--- src/dsl_defs.svh ---
// constants of the drive status lamp block
`ifndef DSL_DEFS_SVH
`define DSL_DEFS_SVH
`define DSL_CLK_HZ          25000000
`define DSL_TICK_MS         50
`define DSL_TICK_CYC        ((`DSL_CLK_HZ / 1000) * `DSL_TICK_MS)
`define DSL_FLICK_MS        50
`define DSL_FLICK_CYC       ((`DSL_CLK_HZ / 1000) * `DSL_FLICK_MS)
`define DSL_ADDR_W          4
`define DSL_REG_CTRL        4'h0
`define DSL_REG_STAT        4'h1
`define DSL_REG_MASK        4'h2
`define DSL_REG_OVTH        4'h3
`define DSL_REG_BLTH        4'h4
`define DSL_REG_ERR         4'h5
`define DSL_REG_HIST        4'h6
`define DSL_REG_HPTR        4'h7
`define DSL_CTRL_LAMP_OFF   0
`define DSL_CTRL_FAULT_RST  1
`define DSL_OVTH_RST        16'h0C80
`define DSL_BLTH_RST        16'h0BB8
`define DSL_UVTH_MV         16'h2710
`define DSL_HIST_DEPTH      8
`endif

--- src/dsl_pkg.sv ---
// types of the drive status lamp block
package dsl_pkg;
    typedef enum logic [2:0]
    {
        DSL_BOOT,
        DSL_INIT,
        DSL_PREOP,
        DSL_SAFEOP,
        DSL_OP,
        DSL_BOOTSTRAP
    } dsl_slave_t;
    typedef enum logic [2:0]
    {
        DSL_ERR_NONE,
        DSL_ERR_CFG,
        DSL_ERR_LOCAL,
        DSL_ERR_WDOG,
        DSL_ERR_APP,
        DSL_ERR_BOOT,
        DSL_ERR_DEAD
    } dsl_fault_t;
endpackage

--- src/dsl_status_lamps.sv ---
// drive status lamps, supply supervision and error history
//
// Contract
// RULE_01 - no error: green power lamp, one pulse/second
// RULE_02 - on error: red lamp, flashes equal class
// RULE_03 - classes 1..6 general to watchdog reset
// RULE_04 - every error logged in readable history; a supply fault is logged only when it latches the error class
// RULE_05 - control bit turns power lamps off
// RULE_06 - port lamp steady on link, flashes traffic
// RULE_07 - state lamp off in Init
// RULE_08 - state lamp blinks evenly in Pre-Op
// RULE_09 - state lamp single flash in Safe-Op
// RULE_10 - flicker booting, steady in Operational
// RULE_11 - fault lamp off, blink config, single local
// RULE_12 - fault double watchdog, triple power machine
// RULE_13 - fault flicker boot fail, steady dead
// RULE_14 - overvoltage disables drive, raises error
// RULE_15 - above ballast threshold enable ballast switch
// RULE_16 - below 10 V disable drive, raise error
// RULE_17 - long dark pause between error bursts
// RULE_18 - bus lamp patterns from tick counter
// RULE_19 - errors latched until fault reset clears
//
// Decided for this implementation: strobed register access and the address map.
`timescale 1ns/1ps
`include "dsl_defs.svh"
module dsl_status_lamps #(
    parameter int TICK_CYC  = `DSL_TICK_CYC,
    parameter int FLICK_CYC = `DSL_FLICK_CYC,
    parameter int PORTS     = 2
)(
    input  wire logic                   clk,
    input  wire logic                   reset,
    input  wire logic [`DSL_ADDR_W-1:0] addr,
    input  wire logic [31:0]            wdata,
    input  wire logic                   wr,
    input  wire logic                   rd,
    output logic      [31:0]            rdata,
    input  wire logic [15:0]            supply_mv,
    input  wire logic [2:0]             err_class_in,
    input  wire logic [15:0]            err_code_in,
    input  wire logic                   err_event,
    input  wire logic                   err_cause_active,
    input  wire dsl_pkg::dsl_slave_t    slave_state,
    input  wire dsl_pkg::dsl_fault_t    bus_fault,
    input  wire logic [PORTS-1:0]       link_up,
    input  wire logic [PORTS-1:0]       link_traffic,
    output logic                        power_lamp_green,
    output logic                        power_lamp_red,
    output logic [PORTS-1:0]            port_lamp,
    output logic                        state_lamp,
    output logic                        fault_lamp,
    output logic                        drive_enable,
    output logic                        ballast_on,
    output logic                        irq
);
    import dsl_pkg::*;

    localparam int HD = `DSL_HIST_DEPTH;

    logic [31:0]  tdiv_q;
    logic [31:0]  fdiv_q;
    logic         tick;
    logic         ftick;
    logic [4:0]   phase_q;
    logic         flick_q;
    logic         lamp_off_q;
    logic [15:0]  ovth_q;
    logic [15:0]  blth_q;
    logic [2:0]   err_q;
    logic [2:0]   stat_q;
    logic [2:0]   mask_q;
    logic [15:0]  hist_q [HD];
    logic [2:0]   hptr_q;
    logic         ov;
    logic         uv;
    logic         ev_err;
    logic [2:0]   new_class;
    logic         fault_rst;
    logic [3:0]   burst_q;
    logic [4:0]   pcnt_q;
    logic         pon;
    logic         clr_ok;
    logic [2:0]   blink_q;
    logic         sec_q;
    logic [PORTS-1:0] port_d;

    // base ticks: 50 ms pattern step, 50 ms flicker
    always_ff @(posedge clk)
    begin
        if (reset || tdiv_q == TICK_CYC - 1)
            tdiv_q <= '0;
        else
            tdiv_q <= tdiv_q + 32'h1;
    end
    assign tick = (tdiv_q == TICK_CYC - 1);

    always_ff @(posedge clk)
    begin
        if (reset || fdiv_q == FLICK_CYC - 1)
            fdiv_q <= '0;
        else
            fdiv_q <= fdiv_q + 32'h1;
    end
    assign ftick = (fdiv_q == FLICK_CYC - 1);

    // 20 steps of 50 ms form one second
    always_ff @(posedge clk)
    begin
        if (reset)
            phase_q <= '0;
        else if (tick)
            phase_q <= (phase_q == 5'd19) ? 5'h0 : phase_q + 5'h1;
    end

    // even blink steps and a 2 s frame for the triple flash
    always_ff @(posedge clk)
    begin
        if (reset)
        begin
            blink_q <= '0;
            sec_q   <= 1'b0;
        end
        else if (tick)
        begin
            blink_q <= blink_q + 3'h1;
            if (phase_q == 5'd19)
                sec_q <= ~sec_q;
        end
    end

    always_ff @(posedge clk)
    begin
        if (reset)
            flick_q <= 1'b0;
        else if (ftick)
            flick_q <= ~flick_q; // [RULE_18]
    end

    // supply supervision
    assign ov = supply_mv > ovth_q;              // [RULE_14]
    assign uv = supply_mv < `DSL_UVTH_MV;        // [RULE_16]
    assign fault_rst = wr && addr == `DSL_REG_CTRL && wdata[`DSL_CTRL_FAULT_RST];
    assign clr_ok    = fault_rst && !err_cause_active && !ov && !uv;

    always_comb
    begin
        ev_err    = 1'b0;
        new_class = 3'h0;
        if (err_event && err_class_in >= 3'h1 && err_class_in <= 3'h6)
        begin
            ev_err    = 1'b1;
            new_class = err_class_in;            // [RULE_03]
        end
        else if ((ov || uv) && err_q == 3'h0)
        begin
            ev_err    = 1'b1;
            new_class = 3'h2;
        end
    end

    // latched current error class
    always_ff @(posedge clk)
    begin
        if (reset)
            err_q <= 3'h0;
        else if (ev_err && (err_q == 3'h0 || clr_ok))
            err_q <= new_class;                  // [RULE_02]
        else if (clr_ok)
            err_q <= 3'h0;                       // [RULE_19]
    end

    always_ff @(posedge clk)
    begin
        if (reset)
            drive_enable <= 1'b0;
        else
            drive_enable <= (err_q == 3'h0) && !ov && !uv; // [RULE_14] [RULE_16]
    end

    always_ff @(posedge clk)
    begin
        if (reset)
            ballast_on <= 1'b0;
        else
            ballast_on <= supply_mv > blth_q;    // [RULE_15]
    end

    // error history ring
    always_ff @(posedge clk)
    begin
        if (reset)
            hptr_q <= '0;
        else if (ev_err)
        begin
            hist_q[hptr_q] <= (err_event ? err_code_in : 16'h0200) ; // [RULE_04]
            hptr_q         <= hptr_q + 3'h1;
        end
    end

    // sticky status: bit0 error, bit1 overvoltage, bit2 undervoltage
    always_ff @(posedge clk)
    begin
        if (reset)
            stat_q <= '0;
        else
            stat_q <= (stat_q & ~((wr && addr == `DSL_REG_STAT) ? wdata[2:0] : 3'h0))
                      | {uv, ov, ev_err};
    end
    assign irq = |(stat_q & mask_q);

    // register writes
    always_ff @(posedge clk)
    begin
        if (reset)
        begin
            lamp_off_q <= 1'b0;
            mask_q     <= '0;
            ovth_q     <= `DSL_OVTH_RST;
            blth_q     <= `DSL_BLTH_RST;
        end
        else if (wr)
        begin
            unique case (addr)
                `DSL_REG_CTRL: lamp_off_q <= wdata[`DSL_CTRL_LAMP_OFF];
                `DSL_REG_MASK: mask_q     <= wdata[2:0];
                `DSL_REG_OVTH: ovth_q     <= wdata[15:0];
                `DSL_REG_BLTH: blth_q     <= wdata[15:0];
                default: ;
            endcase
        end
    end

    always_ff @(posedge clk)
    begin
        if (reset)
            rdata <= '0;
        else if (rd)
        begin
            unique case (addr)
                `DSL_REG_CTRL: rdata <= {31'h0, lamp_off_q};
                `DSL_REG_STAT: rdata <= {29'h0, stat_q};
                `DSL_REG_MASK: rdata <= {29'h0, mask_q};
                `DSL_REG_OVTH: rdata <= {16'h0, ovth_q};
                `DSL_REG_BLTH: rdata <= {16'h0, blth_q};
                `DSL_REG_ERR:  rdata <= {29'h0, err_q};
                `DSL_REG_HIST: rdata <= {16'h0, hist_q[hptr_q - 3'h1]};
                `DSL_REG_HPTR: rdata <= {29'h0, hptr_q};
                default:       rdata <= '0;
            endcase
        end
        else
            rdata <= '0;
    end

    // power lamp burst: 200 ms on/off pairs, then 600 ms pause
    always_ff @(posedge clk)
    begin
        if (reset || err_q == 3'h0)
        begin
            burst_q <= '0;
            pcnt_q  <= '0;
        end
        else if (tick)
        begin
            if (pcnt_q == 5'd3)
            begin
                pcnt_q  <= '0;
                burst_q <= (burst_q == {1'b0, err_q} + 4'd2) ? 4'h0 : burst_q + 4'h1; // [RULE_17]
            end
            else
                pcnt_q <= pcnt_q + 5'h1;
        end
    end
    assign pon = burst_q < {1'b0, err_q} && pcnt_q < 5'd2;

    always_ff @(posedge clk)
    begin
        if (reset)
        begin
            power_lamp_green <= 1'b0;
            power_lamp_red   <= 1'b0;
        end
        else
        begin
            power_lamp_green <= !lamp_off_q && err_q == 3'h0 && phase_q < 5'd2; // [RULE_01] [RULE_05]
            power_lamp_red   <= !lamp_off_q && err_q != 3'h0 && pon;            // [RULE_02] [RULE_05]
        end
    end

    // fieldbus lamps
    always_comb
    begin
        for (int i = 0; i < PORTS; i++)
            port_d[i] = link_up[i] && (!link_traffic[i] || flick_q); // [RULE_06]
    end

    always_ff @(posedge clk)
    begin
        if (reset)
            port_lamp <= '0;
        else
            port_lamp <= port_d;
    end

    // 50 ms units: blink even 4/4; single 4 on of 20; double/triple 4 on 4 off
    always_ff @(posedge clk)
    begin
        if (reset)
            state_lamp <= 1'b0;
        else
        begin
            unique case (slave_state)
                DSL_INIT:      state_lamp <= 1'b0;              // [RULE_07]
                DSL_PREOP:     state_lamp <= blink_q[2];        // [RULE_08] [RULE_18]
                DSL_SAFEOP:    state_lamp <= phase_q < 5'd4;    // [RULE_09]
                DSL_OP:        state_lamp <= 1'b1;              // [RULE_10]
                default:       state_lamp <= flick_q;           // [RULE_10]
            endcase
        end
    end

    always_ff @(posedge clk)
    begin
        if (reset)
            fault_lamp <= 1'b0;
        else
        begin
            unique case (bus_fault)
                DSL_ERR_NONE:  fault_lamp <= 1'b0;                        // [RULE_11]
                DSL_ERR_CFG:   fault_lamp <= blink_q[2];                  // [RULE_11]
                DSL_ERR_LOCAL: fault_lamp <= phase_q < 5'd4;              // [RULE_11]
                DSL_ERR_WDOG:  fault_lamp <= phase_q < 5'd12 && !phase_q[2]; // [RULE_12]
                DSL_ERR_APP:   fault_lamp <= !sec_q && !phase_q[2];       // [RULE_12]
                DSL_ERR_BOOT:  fault_lamp <= flick_q;                     // [RULE_13]
                default:       fault_lamp <= 1'b1;                        // [RULE_13]
            endcase
        end
    end

    AST_UV_DRIVE: assert property (@(posedge clk) disable iff (reset)
        uv |=> !drive_enable) else $error("drive enabled under undervoltage"); // [RULE_16]
    AST_OV_DRIVE: assert property (@(posedge clk) disable iff (reset)
        ov |=> !drive_enable) else $error("drive enabled over threshold"); // [RULE_14]
    AST_BALLAST: assert property (@(posedge clk) disable iff (reset)
        (supply_mv > blth_q) |=> ballast_on) else $error("ballast not on"); // [RULE_15]
    AST_OFF: assert property (@(posedge clk) disable iff (reset)
        $past(lamp_off_q) |-> !power_lamp_green && !power_lamp_red)
        else $error("power lamp lit while off"); // [RULE_05]
    AST_GREEN_ERR: assert property (@(posedge clk) disable iff (reset)
        $past(err_q) != 3'h0 |-> !power_lamp_green) else $error("green during error"); // [RULE_01]
    AST_LATCH: assert property (@(posedge clk) disable iff (reset)
        err_q != 3'h0 && !fault_rst |=> err_q == $past(err_q)) else $error("error lost"); // [RULE_19]
    AST_INIT: assert property (@(posedge clk) disable iff (reset)
        slave_state == DSL_INIT |=> !state_lamp) else $error("state lamp lit in init"); // [RULE_07]
    AST_OPER: assert property (@(posedge clk) disable iff (reset)
        slave_state == DSL_OP |=> state_lamp) else $error("state lamp dark in op"); // [RULE_10]
    AST_HIST: assert property (@(posedge clk) disable iff (reset)
        ev_err |=> hptr_q == $past(hptr_q) + 3'h1) else $error("history not advanced"); // [RULE_04]
    AST_NOFAULT: assert property (@(posedge clk) disable iff (reset)
        bus_fault == DSL_ERR_NONE |=> !fault_lamp) else $error("fault lamp lit"); // [RULE_11]

    COV_ERR: cover property (@(posedge clk) disable iff (reset) ev_err ##1 err_q != 3'h0);
    COV_RST: cover property (@(posedge clk) disable iff (reset) fault_rst && err_q != 3'h0);
    COV_BAL: cover property (@(posedge clk) disable iff (reset) $rose(ballast_on));
endmodule

--- config.mk ---
export PLATFORM = sky130hd
export DESIGN_NAME = dsl_status_lamps
export DESIGN_NICKNAME = d
export VERILOG_FILES = /design/src/dsl_pkg.sv /design/src/dsl_status_lamps.sv
export VERILOG_INCLUDE_DIRS = /design/src
export SDC_FILE = /design/constraint.sdc
export NUM_CORES = 1
export LEC_CHECK = 0
export CELL_PAD_IN_SITES_DETAIL_PLACEMENT = 0
export CELL_PAD_IN_SITES_GLOBAL_PLACEMENT = 1
export CORE_ASPECT_RATIO = 2
export CORE_MARGIN = 3
export CORE_UTILIZATION = 53
export CTS_BUF_LIST = sky130_fd_sc_hd__clkbuf_2
export DETAILED_ROUTE_END_ITERATION = 12
export DONT_BUFFER_PORTS = 1
export PLACE_DENSITY = 0.9
export SLEW_MARGIN = 10
export SYNTH_ARGS = -nofsm -noshare
export SYNTH_HDL_FRONTEND = slang
export SYNTH_SLANG_ARGS = --single-unit
--- constraint.sdc ---
create_clock -name clk -period 4.5 [get_ports clk]
set_clock_uncertainty 0.2 [all_clocks]
set_input_delay 0.9 -clock clk [delete_from_list [all_inputs] [get_ports clk]]
set_output_delay 0.9 -clock clk [all_outputs]
set_load 0.02 [all_outputs]
==> flow_summary.toml <==
[outcome]
outcome = "completed"

[cts]
cts_tree = "done"
cts_made_buffers = 60
post_cts_resized = 0
clkTransAtPathRegs_ps = 120
clockBufferDepth = 3
clk_latency_ps = 890
ctsHtreeMaxLevel = 2
root_buffer = "clkbuf_2"
cts_setup_buffers = 0
cts_hold_buf = 32
cts.sinks = 280

[worst_hold_path]
min_to = "err_q[1]$_SDFFE_PP0P_"
hp-class = "in2reg"
hp-start = "err_event"
whs_path_depth = 3

[place]
preCtsSetupSlack_ps = 553
place_congestion = 0.841
post-dp-hpwl_um = 18700
port_buffers = 0
placed_cells = 1372

[pwr]
power_switching_uw = 1430
internal-power_uw = 3720
seqPwrFrac = 0.541
pwr-share-clk = 0.306
p_comb_frac = 0.153
powerDensity_nw_per_um2 = 376
vdd_drop_max_uv = 224
p_leak_uw = 0.00496
p_sw_frac = 0.278

[detailed_routing]
vias = 8674
route.detailed.drc = 0
detail_route.first_pass.iterations = 8
drt_iter0_markers = 503
wl_um = 27600
ant_nets = 0
via_per_inst = 5.71
wl_per_cell_um = 18.1

[logic_synthesis]
netlist_area_um2 = 12600
yosysUniqueCellTypes = 65
async_flop_share = 0
synth_edf_count = 128
ys_seq_area_frac = 0.548
ys_warn_count = 0
synthFlopType = "dfxtp_1"
syn_inst = 1120
synth_top_area_share = 0.306
netlist_top_cells_area = "edfxtp_1, dfxtp_1, mux4_2"
yosys-top-cells-count = "dfxtp_1, edfxtp_1, nor2_1"
synth_area_per_cell_um2 = 11.2
ys_ff_latch = 280
synth_top_cell_by_area = "edfxtp_1"
synth_most_common_cell = "dfxtp_1"

[timing]
hold_viol_final = 0
finalSetupViolCount = 0
fin_crit_ps = 3460
rsz0062_at_grt = "no"
worst_slack_ps = 1040
hold_slack_ps = 95.0
max_freq_mhz = 289
relSlewSlack = 0.272
finalCritPeriodShare = 0.769
worst_pin_slew_ps = 1090
finalSetupTns_ps = 0
slew_violations = 0

[finish]
ff_latch_area_um2 = 6890
drive_gt1_frac = 0.155
fillers = 1978
nets = 1314
area_delta_synth_final_pct = 9.19
utilization = 0.588
multi_input_area_um2 = 5250
fin_cells = 1520

[grt]
grt_pass1_vias = 8908
antenna_found_initial = 9
grt_start_max_net_pins = 63
grt_usage = 0.215
grt_pass1_wl_um = 44100
grt-ovfl-total = 0

[setup_path]
worstPathArrival_ps = 3830
r2r-end = "hist_q[3][15]$_DFFE_PP_"
rr_startpoint = "ovth_q[15]$_SDFFE_PP0P_"
crit_chain = "inv_1 > ha_1 > nand4_2 > nor4_2 > a21boi_1 > nand3b_2 > a31oi_2 > or3_4 > nor2_1 > buf_12"
crit_type = "reg2reg"
required_ps = 4870
cp-start-kind = "flop"
ff2ff_path_depth = 10
path_max_fanout = 13
cp_slowest_stage_delay_ps = 450
crit_path_end_kind = "flop"
reg2reg_slack_ps = 1040
crit_slowest_cell = "nor4_2"

[floorplan]
initial_core_util = 0.538
placementRows = 79
core-area_um2 = 23300
boundaryPins = 128
die_area_um2 = 25700
fp.dieH_um = 224
fp.dieW_um = 115

[flow_run]
maxCapViolations = 0
[sequential cells by signal, indices dropped and copies added, names as in the netlist, 4 cells and up]
signal / cells
blth_q: 16
burst_q: 4
fdiv_q: 32
hist_q: 128
ovth_q: 16
pcnt_q: 5
phase_q: 5
rdata: 16
tdiv_q: 32
[power groups by stage]
stage | clock network (uW) | logic [uW] | registers, uW
2_1_floorplan | 0 | 605 | 2830
3_3_place_gp | 0 | 741 | 2840
3_5_place_dp | 0 | 751 | 2840
4_1_cts | 1650 | 795 | 2780
5_1_grt | 1760 | 854 | 2790
6_report | 1580 | 788 | 2780
[through the flow]
step	power [uW]	area, um^2
final	5150	13700
after global routing	5400	13700
after CTS	5230	13700
after detailed placement	3590	12800
after global placement	3580	12800
after floorplan	3430	12600
[logic make-up (layout without fill, tap and decap cells)]
logic type      Yosys count  count (layout)  synth area share
compound gates          136             136            0.0681
flops                   280             280             0.548
mux                      57              57            0.0790
fa+ha+maj                44              44            0.0438
other cells               1              19          0.000299
simple gates            430             430             0.175
xor+xnor                 67              67            0.0467
buf+inv                 105             204            0.0384
[layout by cell type, fill, tap and decap left out, types with 4 or more instances in the layout]
cell | Yosys | layout
conb_1 | 1 | 16
ha_1 | 44 | 44
nor3_1 | 14 | 13
nand3_1 | 37 | 37
clkinv_1 | 0 | 13
nand3b_1 | 6 | 6
a21o_1 | 4 | 4
a21oi_1 | 64 | 64
nor4b_1 | 5 | 5
nor2_1 | 125 | 125
nor3b_1 | 4 | 4
mux2i_1 | 8 | 8
and4_1 | 8 | 8
dfxtp_1 | 152 | 151
nor4_1 | 10 | 10
inv_1 | 43 | 43
xnor2_1 | 19 | 19
nand4_1 | 20 | 20
dlygate4sd3_1 | 0 | 31
and3_1 | 10 | 10
mux4_2 | 32 | 32
nand2b_1 | 11 | 11
o21ai_0 | 23 | 23
nor2b_1 | 12 | 12
o21a_1 | 4 | 4
or3_1 | 11 | 11
a222oi_1 | 14 | 14
edfxtp_1 | 128 | 128
mux2_2 | 17 | 17
clkbuf_2 | 0 | 91
buf_4 | 17 | 15
a211o_1 | 8 | 8
nand2_1 | 110 | 110
and2_1 | 18 | 18
clkinv_2 | 0 | 6
xor2_1 | 48 | 48
[critical path, delay by kind of cell, from the launching register on]
| family | cells | cell delay (ps) |
|---|---|---|
| compound gates | 2 | 390 |
| fa+ha+maj | 1 | 310 |
| buf+inv | 2 | 280 |
| flops | 1 | 370 |
| simple gates | 5 | 1610 |
[worst max-delay path by stage]
stage / to / slack [ps] / depth (start not counted) / start
detailed placement: hist_q[3][7]$_DFFE_PP_ / 550 / 9 / supply_mv[15]
global route: hist_q[3][12]$_DFFE_PP_ / 860 / 10 / ovth_q[13]$_SDFFE_PP0P_
floorplan: hist_q[3][0]$_DFFE_PP_ / 710 / 8 / supply_mv[15]
CTS: hist_q[3][7]$_DFFE_PP_ / 1010 / 10 / ovth_q[15]$_SDFFE_PP0P_
finish: hist_q[3][15]$_DFFE_PP_ / 1040 / 10 / ovth_q[15]$_SDFFE_PP0P_
global placement: hist_q[3][11]$_DFFE_PP_ / 550 / 9 / supply_mv[15]
[cell type report]
| cell class | instances | area share |
|---|---|---|
| sequential | 280 | 0.502 |
| multi-input combinational | 750 | 0.383 |
| timing repair buffer | 48 | 0.0343 |
| clock buffer | 91 | 0.0332 |
| tap | 283 | 0.0258 |
| inverter | 43 | 0.0118 |
| clock inverter | 22 | 0.00903 |
| antenna | 3 | 0.000548 |
[per-layer routing]
layer / vias up / part of all wire / track usage / wire length (um)
met5: - / 0.0021 / 0 / 57
met4: 12 / 0.028 / 0.0819 / 772
met3: 69 / 0.053 / 0.0524 / 1470
met2: 234 / 0.56 / 0.413 / 15600
met1: 4190 / 0.35 / 0.216 / 9690
li1: 4169 / - / - / -
Power figures use the tool's default switching activity.
